<file path="src/design/itxcs_pkg.sv">
// Package: constants, types and register map of the iso transmit status block
package itxcs_pkg;

    localparam int unsigned ITXCS_NUM_CTX = 8;
    localparam int unsigned ITXCS_ADDR_W = 12;

    // Register map, byte addresses, context stride 16 bytes; pointer load slots 4 bytes apart
    localparam logic [11:0] ITXCS_CTL_SET_BASE = 12'h200;
    localparam logic [11:0] ITXCS_CTL_CLR_BASE = 12'h204;
    localparam logic [11:0] ITXCS_CMD_PTR_BASE = 12'h20c;
    localparam logic [11:0] ITXCS_CTX_STRIDE = 12'h010;
    localparam logic [11:0] ITXCS_INT_STAT_ADDR = 12'h300;
    localparam logic [11:0] ITXCS_INT_MASK_ADDR = 12'h304;
    localparam logic [11:0] ITXCS_PTR_LOAD_BASE = 12'h308;

    // Control register field positions
    localparam int unsigned ITXCS_RUN_BIT = 15;
    localparam int unsigned ITXCS_WAKE_BIT = 12;
    localparam int unsigned ITXCS_DEAD_BIT = 11;
    localparam int unsigned ITXCS_ACTIVE_BIT = 10;
    localparam int unsigned ITXCS_SPD_LSB = 5;
    localparam int unsigned ITXCS_EVT_LSB = 0;

    // Completion codes
    localparam logic [4:0] ITXCS_EVT_NONE = 5'h00;
    localparam logic [4:0] ITXCS_EVT_TIMEOUT = 5'h0a;
    localparam logic [4:0] ITXCS_EVT_DESC_READ = 5'h05;
    localparam logic [4:0] ITXCS_EVT_DATA_READ = 5'h07;
    localparam logic [4:0] ITXCS_EVT_UNKNOWN = 5'h0e;
    localparam logic [4:0] ITXCS_ACK_COMPLETE = 5'h11;

    localparam logic [2:0] ITXCS_MAX_SKIPS = 3'h7;
    localparam logic [31:0] ITXCS_ZERO32 = 32'h0000_0000;

    typedef enum logic [1:0]
    {
        ITXCS_OUT_OK,
        ITXCS_OUT_DESC_ERR,
        ITXCS_OUT_DATA_ERR,
        ITXCS_OUT_UNKNOWN
    } itxcs_outcome_type;

    // One context's status fields
    typedef struct packed
    {
        logic run;
        logic wake;
        logic dead;
        logic active;
        logic [4:0] evt;
        logic [2:0] skips;
    } itxcs_ctx_type;

    // Events from the descriptor engine for one context
    typedef struct packed
    {
        logic fetch;
        logic fatal;
        logic last_done;
        itxcs_outcome_type outcome;
        logic overflow;
        logic cycle_sent;
    } itxcs_evt_type;

endpackage

</file>
<file path="src/design/itxcs_ptr_mem.sv">
// Command pointer storage, one word per context, registered read
module itxcs_ptr_mem
    import itxcs_pkg::*;
#(
    parameter int unsigned DEPTH = 8,
    parameter int unsigned AW = 3
)
(
    input wire logic clk,
    input wire logic ce,
    input wire logic we,
    input wire logic [AW-1:0] waddr,
    input wire logic [31:0] wdata,
    input wire logic [AW-1:0] raddr,
    output logic [31:0] rdata
);

    logic [31:0] mem [DEPTH];

    // No reset: contents are undefined until software loads a pointer
    always_ff @(posedge clk)
    begin
        if (ce)
        begin
            if (we)
            begin
                mem[waddr] <= wdata;
            end
            rdata <= mem[raddr];
        end
    end

endmodule

</file>
<file path="src/design/itxcs_ctx.sv">
// Status state of one isochronous transmit context
module itxcs_ctx
    import itxcs_pkg::*;
(
    input wire logic clk,
    input wire logic rst_b,
    input wire logic ce,
    input wire logic run_set,
    input wire logic run_clr,
    input wire logic wake_set,
    input wire itxcs_evt_type evt,
    output itxcs_ctx_type st,
    output logic start,
    output logic skip_fault
);

    typedef struct packed
    {
        itxcs_ctx_type c;
        logic start;
        logic skip_fault;
    } itxcs_ctxstate_type;

    itxcs_ctxstate_type s_q;
    itxcs_ctxstate_type s_d;

    always_comb
    begin
        s_d = s_q;
        s_d.start = 1'b0;
        s_d.skip_fault = 1'b0;
        if (run_set && !s_q.c.run)
        begin
            s_d.c.run = 1'b1;
            s_d.start = 1'b1;
        end
        if (run_clr)
        begin
            s_d.c.run = 1'b0;
            s_d.c.dead = 1'b0;
            s_d.c.active = 1'b0;
            s_d.c.skips = 3'h0;
        end
        else if (s_q.c.run && !s_q.c.dead)
        begin
            if (s_q.start || (s_q.c.wake && !s_q.c.active))
            begin
                s_d.c.active = 1'b1;
            end
            if (evt.last_done)
            begin
                case (evt.outcome)
                    ITXCS_OUT_OK: s_d.c.evt = ITXCS_ACK_COMPLETE;
                    ITXCS_OUT_DESC_ERR: s_d.c.evt = ITXCS_EVT_DESC_READ;
                    ITXCS_OUT_DATA_ERR: s_d.c.evt = ITXCS_EVT_DATA_READ;
                    default: s_d.c.evt = ITXCS_EVT_UNKNOWN;
                endcase
            end
            if (evt.cycle_sent)
            begin
                s_d.c.skips = 3'h0;
            end
            else if (evt.overflow)
            begin
                if (s_q.c.skips == ITXCS_MAX_SKIPS)
                begin
                    s_d.c.dead = 1'b1;
                    s_d.c.evt = ITXCS_EVT_TIMEOUT;
                    s_d.c.active = 1'b0;
                    s_d.skip_fault = 1'b1;
                end
                else
                begin
                    s_d.c.skips = s_q.c.skips + 3'h1;
                end
            end
            if (evt.fatal)
            begin
                s_d.c.dead = 1'b1;
                s_d.c.active = 1'b0;
            end
        end
        // Fetch clears wake; a new wake in the same cycle survives
        if (evt.fetch)
        begin
            s_d.c.wake = 1'b0;
        end
        if (wake_set)
        begin
            s_d.c.wake = 1'b1;
        end
    end

    always_ff @(posedge clk or negedge rst_b)
    begin
        if (!rst_b)
        begin
            s_q <= '0;
        end
        else if (ce)
        begin
            s_q <= s_d;
        end
    end

    assign st = s_q.c;
    assign start = s_q.start;
    assign skip_fault = s_q.skip_fault;

endmodule

</file>
<file path="src/design/itxcs_top.sv">
// Top: register slave, contexts, command pointers and interrupt
//
// The address-and-strobe port is this design's own decision.
module itxcs_top
    import itxcs_pkg::*;
#(
    parameter int unsigned NUM_CTX = ITXCS_NUM_CTX
)
(
    input wire logic CLK,
    input wire logic RST_B,
    input wire logic CE,
    input wire logic [11:0] ADDR,
    input wire logic [31:0] WDATA,
    input wire logic WR,
    input wire logic RD,
    output logic [31:0] RDATA,
    input wire itxcs_evt_type [NUM_CTX-1:0] ENG_EVT,
    output logic [NUM_CTX-1:0] ENG_START,
    output logic [NUM_CTX-1:0] ENG_RUN,
    output logic [31:0] ENG_PTR,
    output logic ENG_PTR_VALID,
    output logic UNRECOVERABLE_FAULT,
    output logic IRQ
);

    localparam int unsigned CW = $clog2(NUM_CTX);

    // ---------------------------------------------------------------
    // Helpers
    // ---------------------------------------------------------------
    // Decode of a per-context slot: returns one-hot hit for a base
    function automatic logic [NUM_CTX-1:0] slot_hit(
        input logic [11:0] addr,
        input logic [11:0] base
    );
        logic [NUM_CTX-1:0] h;
        h = '0;
        for (int i = 0; i < NUM_CTX; i++)
        begin
            if (addr == base + 12'(i) * ITXCS_CTX_STRIDE)
            begin
                h[i] = 1'b1;
            end
        end
        return h;
    endfunction

    function automatic logic [CW-1:0] ctx_of(input logic [11:0] addr);
        return CW'(addr[11:4] - ITXCS_CMD_PTR_BASE[11:4]);
    endfunction

    // Pointer load slots are word spaced from their base; no hit outside
    function automatic logic [NUM_CTX-1:0] load_hit(
        input logic [11:0] addr
    );
        logic [11:0] off;
        logic [NUM_CTX-1:0] h;
        off = addr - ITXCS_PTR_LOAD_BASE;
        h = '0;
        for (int i = 0; i < NUM_CTX; i++)
        begin
            if (off == 12'(i) << 2)
            begin
                h[i] = 1'b1;
            end
        end
        return h;
    endfunction

    // Index of the set bit of a one-hot slot vector, zero when none
    function automatic logic [CW-1:0] onehot_idx(
        input logic [NUM_CTX-1:0] h
    );
        logic [CW-1:0] idx;
        idx = '0;
        for (int i = 0; i < NUM_CTX; i++)
        begin
            if (h[i])
            begin
                idx = CW'(i);
            end
        end
        return idx;
    endfunction

    // Interrupt status bits: per context halted, per context completion
    typedef struct packed
    {
        logic [31:0] rdata;
        logic [1:0] rsel;
        logic [NUM_CTX-1:0] halt_stat;
        logic [NUM_CTX-1:0] done_stat;
        logic [NUM_CTX-1:0] halt_mask;
        logic [NUM_CTX-1:0] done_mask;
        logic fault;
        logic ptr_valid;
    } itxcs_top_type;

    localparam logic [1:0] SEL_REG = 2'h0;
    localparam logic [1:0] SEL_PTR = 2'h1;

    itxcs_top_type s_q;
    itxcs_top_type s_d;

    itxcs_ctx_type [NUM_CTX-1:0] ctx_st;
    logic [NUM_CTX-1:0] ctx_start;
    logic [NUM_CTX-1:0] ctx_skip;
    logic [NUM_CTX-1:0] hit_set;
    logic [NUM_CTX-1:0] hit_clr;
    logic [NUM_CTX-1:0] hit_ptr;
    logic [NUM_CTX-1:0] hit_load;
    logic [CW-1:0] load_ctx;
    logic [NUM_CTX-1:0] run_set;
    logic [NUM_CTX-1:0] run_clr;
    logic [NUM_CTX-1:0] wake_set;
    logic [31:0] mem_rdata;
    logic [CW-1:0] mem_raddr;
    logic [CW-1:0] start_sel;
    logic any_start;

    // ---------------------------------------------------------------
    // Address decode
    // ---------------------------------------------------------------
    assign hit_set = slot_hit(ADDR, ITXCS_CTL_SET_BASE);
    assign hit_clr = slot_hit(ADDR, ITXCS_CTL_CLR_BASE);
    assign hit_ptr = slot_hit(ADDR, ITXCS_CMD_PTR_BASE);
    // Load window crosses an address row; decode by offset from its base
    assign hit_load = load_hit(ADDR);
    assign load_ctx = onehot_idx(hit_load);

    // ---------------------------------------------------------------
    // Contexts
    // ---------------------------------------------------------------
    genvar g;
    generate
        for (g = 0; g < NUM_CTX; g++)
        begin : gen_ctx
            assign run_set[g] = WR && hit_set[g] && WDATA[ITXCS_RUN_BIT];
            assign run_clr[g] = WR && hit_clr[g] && WDATA[ITXCS_RUN_BIT];
            assign wake_set[g] = WR && hit_set[g] && WDATA[ITXCS_WAKE_BIT];
            itxcs_ctx u_ctx
            (
                .clk(CLK),
                .rst_b(RST_B),
                .ce(CE),
                .run_set(run_set[g]),
                .run_clr(run_clr[g]),
                .wake_set(wake_set[g]),
                .evt(ENG_EVT[g]),
                .st(ctx_st[g]),
                .start(ctx_start[g]),
                .skip_fault(ctx_skip[g])
            );
            assign ENG_RUN[g] = ctx_st[g].run;
        end
    endgenerate

    // Lowest started context wins the pointer port this cycle
    always_comb
    begin
        start_sel = '0;
        any_start = 1'b0;
        for (int i = NUM_CTX - 1; i >= 0; i--)
        begin
            if (ctx_start[i])
            begin
                start_sel = CW'(i);
                any_start = 1'b1;
            end
        end
    end

    // ---------------------------------------------------------------
    // Pointer storage
    // ---------------------------------------------------------------

    // A software command pointer read has the memory port; pointer fetch uses the other cycles.
    // Limitation: starts in the same cycle on several contexts are not serialised;
    // only the lowest started context's pointer is read in that start cycle and goes out in the next.
    assign mem_raddr = (RD && |hit_ptr) ? ctx_of(ADDR) : start_sel;

    itxcs_ptr_mem #(.DEPTH(NUM_CTX), .AW(CW)) u_mem
    (
        .clk(CLK),
        .ce(CE),
        .we(WR && |hit_load),
        .waddr(load_ctx),
        .wdata(WDATA),
        .raddr(mem_raddr),
        .rdata(mem_rdata)
    );

    // ---------------------------------------------------------------
    // Register slave and interrupt
    // ---------------------------------------------------------------
    always_comb
    begin
        s_d = s_q;
        s_d.rsel = SEL_REG;
        s_d.rdata = ITXCS_ZERO32;
        // Pointer word is read in the start cycle and handed over next;
        // a colliding pointer read takes the port and drops the handover
        s_d.ptr_valid = any_start && !(RD && |hit_ptr);
        if (RD)
        begin
            for (int i = 0; i < NUM_CTX; i++)
            begin
                if (hit_set[i] || hit_clr[i])
                begin
                    s_d.rdata[ITXCS_RUN_BIT] = ctx_st[i].run;
                    s_d.rdata[ITXCS_WAKE_BIT] = ctx_st[i].wake;
                    s_d.rdata[ITXCS_DEAD_BIT] = ctx_st[i].dead;
                    s_d.rdata[ITXCS_ACTIVE_BIT] = ctx_st[i].active;
                    // Unused bits and speed field stay zero
                    s_d.rdata[ITXCS_EVT_LSB +: 5] = ctx_st[i].evt;
                end
            end
            if (|hit_ptr)
            begin
                s_d.rsel = SEL_PTR;
            end
            if (ADDR == ITXCS_INT_STAT_ADDR)
            begin
                s_d.rdata = {16'h0000, s_q.halt_stat, s_q.done_stat};
            end
            if (ADDR == ITXCS_INT_MASK_ADDR)
            begin
                s_d.rdata = {16'h0000, s_q.halt_mask, s_q.done_mask};
            end
        end
        if (WR && ADDR == ITXCS_INT_STAT_ADDR)
        begin
            s_d.done_stat = s_q.done_stat & ~WDATA[NUM_CTX-1:0];
            s_d.halt_stat = s_q.halt_stat & ~WDATA[2*NUM_CTX-1:NUM_CTX];
            s_d.fault = 1'b0;
        end
        if (WR && ADDR == ITXCS_INT_MASK_ADDR)
        begin
            s_d.done_mask = WDATA[NUM_CTX-1:0];
            s_d.halt_mask = WDATA[2*NUM_CTX-1:NUM_CTX];
        end
        // Set wins over a clear in the same cycle
        for (int i = 0; i < NUM_CTX; i++)
        begin
            if (ENG_EVT[i].last_done && ctx_st[i].run)
            begin
                s_d.done_stat[i] = 1'b1;
            end
            if ((ENG_EVT[i].fatal || ctx_skip[i]) && ctx_st[i].run)
            begin
                s_d.halt_stat[i] = 1'b1;
            end
            if (ctx_skip[i])
            begin
                s_d.fault = 1'b1;
            end
        end
    end

    always_ff @(posedge CLK or negedge RST_B)
    begin
        if (!RST_B)
        begin
            s_q <= '0;
        end
        else if (CE)
        begin
            s_q <= s_d;
        end
    end

    // ---------------------------------------------------------------
    // Outputs
    // ---------------------------------------------------------------

    assign RDATA = (s_q.rsel == SEL_PTR) ? mem_rdata : s_q.rdata;
    // Pointer bus reads zero outside its handover cycle
    assign ENG_PTR = s_q.ptr_valid ? mem_rdata : ITXCS_ZERO32;
    assign ENG_PTR_VALID = s_q.ptr_valid;
    assign ENG_START = ctx_start;
    assign UNRECOVERABLE_FAULT = s_q.fault;
    // Level interrupt: any unmasked sticky bit
    assign IRQ = |((s_q.done_stat & s_q.done_mask) |
        (s_q.halt_stat & s_q.halt_mask));

endmodule

</file>
<file path="config.mk">
export PLATFORM = sky130hd
export DESIGN_NAME = itxcs_top
export DESIGN_NICKNAME = d
export VERILOG_FILES = /design/src/design/itxcs_pkg.sv /design/src/design/itxcs_ptr_mem.sv /design/src/design/itxcs_ctx.sv /design/src/design/itxcs_top.sv
export SDC_FILE = /design/constraint.sdc
export NUM_CORES = 1
export LEC_CHECK = 0
export ABC_AREA = 1
export BUFFER_PORTS_ARGS = -buffer_cell sky130_fd_sc_hd__buf_2
export CAP_MARGIN = 40
export CORE_MARGIN = 2
export CORE_UTILIZATION = 42
export DETAILED_ROUTE_END_ITERATION = 8
export GPL_ROUTABILITY_DRIVEN = 0
export MAX_ROUTING_LAYER = met4
export PLACE_DENSITY = 0.7
export SYNTH_ARGS = -nofsm -noshare
export SYNTH_HDL_FRONTEND = slang
export SYNTH_SLANG_ARGS = --single-unit
</file>
<file path="constraint.sdc">
create_clock -name CLK -period 1.9 [get_ports CLK]
set_clock_uncertainty 0.05 [all_clocks]
set_input_delay 0.19 -clock CLK [delete_from_list [all_inputs] [get_ports CLK]]
set_output_delay 0.19 -clock CLK [all_outputs]
set_load 0.01 [all_outputs]
</file>
==> reports/results.tsv <==
stage	metric	value	unit
synthesis	sequential share of the synthesized area	59.3	%
cells_and_area	Layout Utilization	58.3	%
die	# IOs	188	
pwr	logic gate share of total power	5.0	%
clock_network	htree depth	2	
route	Post-route DRC	0	
pwr	Reg power frac	48.1	%
cells_and_area	final-stage net count	2922	
worst_setup_path	CP startpoint kind	register	
timing	endpoints failing hold	0	
timing	Final WS setup	-0.430	ns
synthesis	Syn Area/Cell	9.27	sq um
die	CORE AREA	50300	sq um
synthesis	share of the synthesized area in the top cell type	40.3	%
timing	final worst-path cycle share	123	%
outcome	failing checks	negative setup slack	
flow_run	Max-Cap Viols	0	
route	Post-DRT Antenna Nets	0	
synthesis	top post-synthesis cells by area	edfxtp_1 (40%), dfrtp_1 (19%), nand2_1 (12%)	
global_route	vias in the first global route	17900	
timing	min Tclk post-route	2.33	ns
placed_design	I/O Buffers	187	
worst_setup_path	Worst Setup Path Type	register to register	
cells_and_area	share of post-route cells with drive strength above 1	27.7	%
timing	Max transition margin	67.0	%
pwr	pwr dens	747	nW/um^2
timing	RSZ-0062 raised after global routing	yes	
pwr	Peak VDD IR	0.000639	V
die	Die Width	230	microns
synthesis	Post-synth EDFFs	288	
global_route	gr ovfl total	0	
global_route	first-pass GRT wire length	99.0	mm
hold_path	worst min-delay path category	input pin to async pin	
route	DR vias/cell	5.35	
clock_network	cts bufs inserted	49	
synthesis	synthesized cell area	21500	sq um
worst_setup_path	crit path capture type	register	
route	Wirelength per Cell	19.5	microns
pwr	switching power share of the total	22.0	%
pwr	cell-internal power	0.0171	W
synthesis	synth unique cells	54	
cells_and_area	area grow syn2layout	36.4	%
synthesis	Cells after Synth	2316	
cells_and_area	commonest cells after routing, fill and taps aside	nand2_1 (636), inv_1 (317), edfxtp_1 (288), buf_2 (175), buf_4 (163)	
die	num rows	82	
placed_design	dpl ws	-0.514	ns
clock_network	CTS root buf	clkbuf_16	
clock_network	TritonCTS clock tree	built	
synthesis	top_reg_cell synth	edfxtp_1	
timing	Final setup viols	41	
cells_and_area	non-filler instance count after layout	3517	
synthesis	Post-Syn Nets	2438	
pwr	Tot Pwr	0.0219	W
global_route	total track usage	24.8	%
pwr	clock share of power	46.9	%
route	Detailed Routing Iterations Pass 1	7	
route	number of DRC markers in iteration 0	1931	
synthesis	leading area contributor after synthesis	edfxtp_1	
timing	TNS Setup	-11.42	ns
placed_design	DP Cell Count	3266	
global_route	initial antenna violation count	6	
synthesis	YS warnings	0	
clock_network	clk slew on worst S/H paths	0.06	ns
clock_network	CTS sink count	451	
clock_network	Clock Path Buffers	3	
worst_setup_path	Worst Path Max Fanout	18	
pwr	Sw Pwr	0.00481	W
timing	Max Freq	429	MHz
cells_and_area	commonest non-fill, non-tap cell in the layout	nand2_1	
synthesis	Post-synth ARST share	36.1	%
die	Die Height	230	microns
pwr	P_leak	13.6	nW
die	Starting Density	42.7	%
placed_design	hpwl dp	42.8	mm
outcome	status	complete, but fails checks	
timing	Final Max Slew Viols	0	
global_route	largest net degree at the start of global routing	60	
route	DR vias	18800	
timing	Worst-Margin Slew	0.491	ns
route	DRT Wirelength	68.6	mm
worst_setup_path	Crit path required time	2.18	ns
worst_setup_path	FF-to-FF setup slack	-0.43	ns
worst_setup_path	Worst Path Arrival	2.61	ns
clock_network	clk_lat worst skew	0.60	ns
synthesis	register bit total from synthesis	451	
die	total die area	53000	sq um
## power groups by stage
stage | clock network [W] | logic (W) | registers [W]
after global placement | 0 | 0.000798 | 0.0107
after global routing | 0.0107 | 0.00118 | 0.0105
after detailed placement | 0 | 0.000811 | 0.0107
after floorplan | 0 | 0.000252 | 0.0107
after CTS | 0.0103 | 0.000991 | 0.0105
final | 0.0103 | 0.00110 | 0.0105
## cell families (layout without fill, tap and decap cells)
| kind of cell | after synthesis | after routing | share of synthesized area [%] |
|---|---|---|---|
| AND/OR/NAND/NOR | 1058 | 1059 | 21.2 |
| buffers and inverters | 446 | 969 | 8.61 |
| adder cells (fa/ha/maj) | 17 | 17 | 0.990 |
| AO/OA/AOI/OAI | 342 | 342 | 9.84 |
| other | 0 | 5 | 0 |
| flip-flops | 451 | 451 | 59.3 |
| XOR/XNOR | 2 | 2 | 0.0816 |
## registers in the layout (all words and copies together), names as in the netlist
name,cells
ENG_PTR_VALID,1
UNRECOVERABLE_FAULT,1
gen_ctx.u_ctx.skip_fault,8
gen_ctx.u_ctx.st,96
gen_ctx.u_ctx.start,8
s_q,49
u_mem.mem,256
u_mem.rdata,32
## metrics by stage
step | area (sq um) | hold slack [ns]
after floorplan | 21600 | -0.156
after global placement | 24700 | 0.0793
after detailed placement | 24700 | 0.0868
after CTS | 28300 | 0.0120
after global routing | 29300 | 0.0435
final | 29300 | 0.0282
## cell type report
cell class	instances	area, sq um
diodes	5	12.5
multi-input cells	1420	7670
fillers	3994	21000
repair buffers	531	4990
clock inverters	31	439
flip-flops and latches	451	12700
well taps	672	841
clock buffers	60	1300
inverters	347	1320
## final timing paths
| path | startpoint | to | cells past startpoint |
|---|---|---|---|
| worst min register to register | gen_ctx[3].u_ctx.st[4] | gen_ctx[3].u_ctx.st[4] | 2 |
| worst min-delay path | RST_B | gen_ctx[6].u_ctx.st[8] | 2 |
| max in group asynchronous | RST_B | gen_ctx[5].u_ctx.st[1] | 3 |
| worst max register to register | gen_ctx[7].u_ctx.start | u_mem.rdata[15] | 12 |
| worst max-delay path | gen_ctx[7].u_ctx.start | u_mem.rdata[15] | 12 |
| min in group CLK | ENG_EVT[50] | gen_ctx[7].u_ctx.st[1] | 5 |
## critical path, stage by stage (launching register included)
cell	delay, ns
dfrtp_1	0.40
inv_2	0.08
o21ai_2	0.07
a21oi_2	0.21
o21ai_2	0.10
nand3_4	0.15
nand2_8	0.13
buf_12	0.17
buf_12	0.16
o211ai_1	0.29
nand2_1	0.10
nand2_1	0.07
nand2_1	0.05
## Yosys cell counts, types with 12 or more instances
cell type	n
nand2_1	684
inv_1	328
edfxtp_1	288
dfrtp_1	163
nand3_1	154
o21ai_0	126
nor2_1	87
a21oi_1	68
or2_2	65
clkbuf_1	46
o211ai_1	37
a21o_1	33
nor3_1	23
buf_2	21
buf_4	21
ha_1	17
inv_2	17
o22ai_1	12
## metal layers
| metal | up-vias | wire, microns | GRT usage (%) |
|---|---|---|---|
| met5 | - | 0 | - |
| met2 | 997 | 32500 | 38.7 |
| li1 | 8574 | - | - |
| met4 | 0 | 2260 | 8.81 |
| met1 | 9070 | 27100 | 32.0 |
| met3 | 160 | 6790 | 5.49 |
## timing repair
action | CTS | global route
cloned | 12 | 20
resized for setup | 112 | 134
setup endpoints to repair | 65 | 303
hold buffers | 88 | 0
setup buffers | 24 | 16
pin swaps | 18 | 55
endpoints found under the hold margin | 527 | 0
No activity file was read; power rests on OpenSTA's default activity.
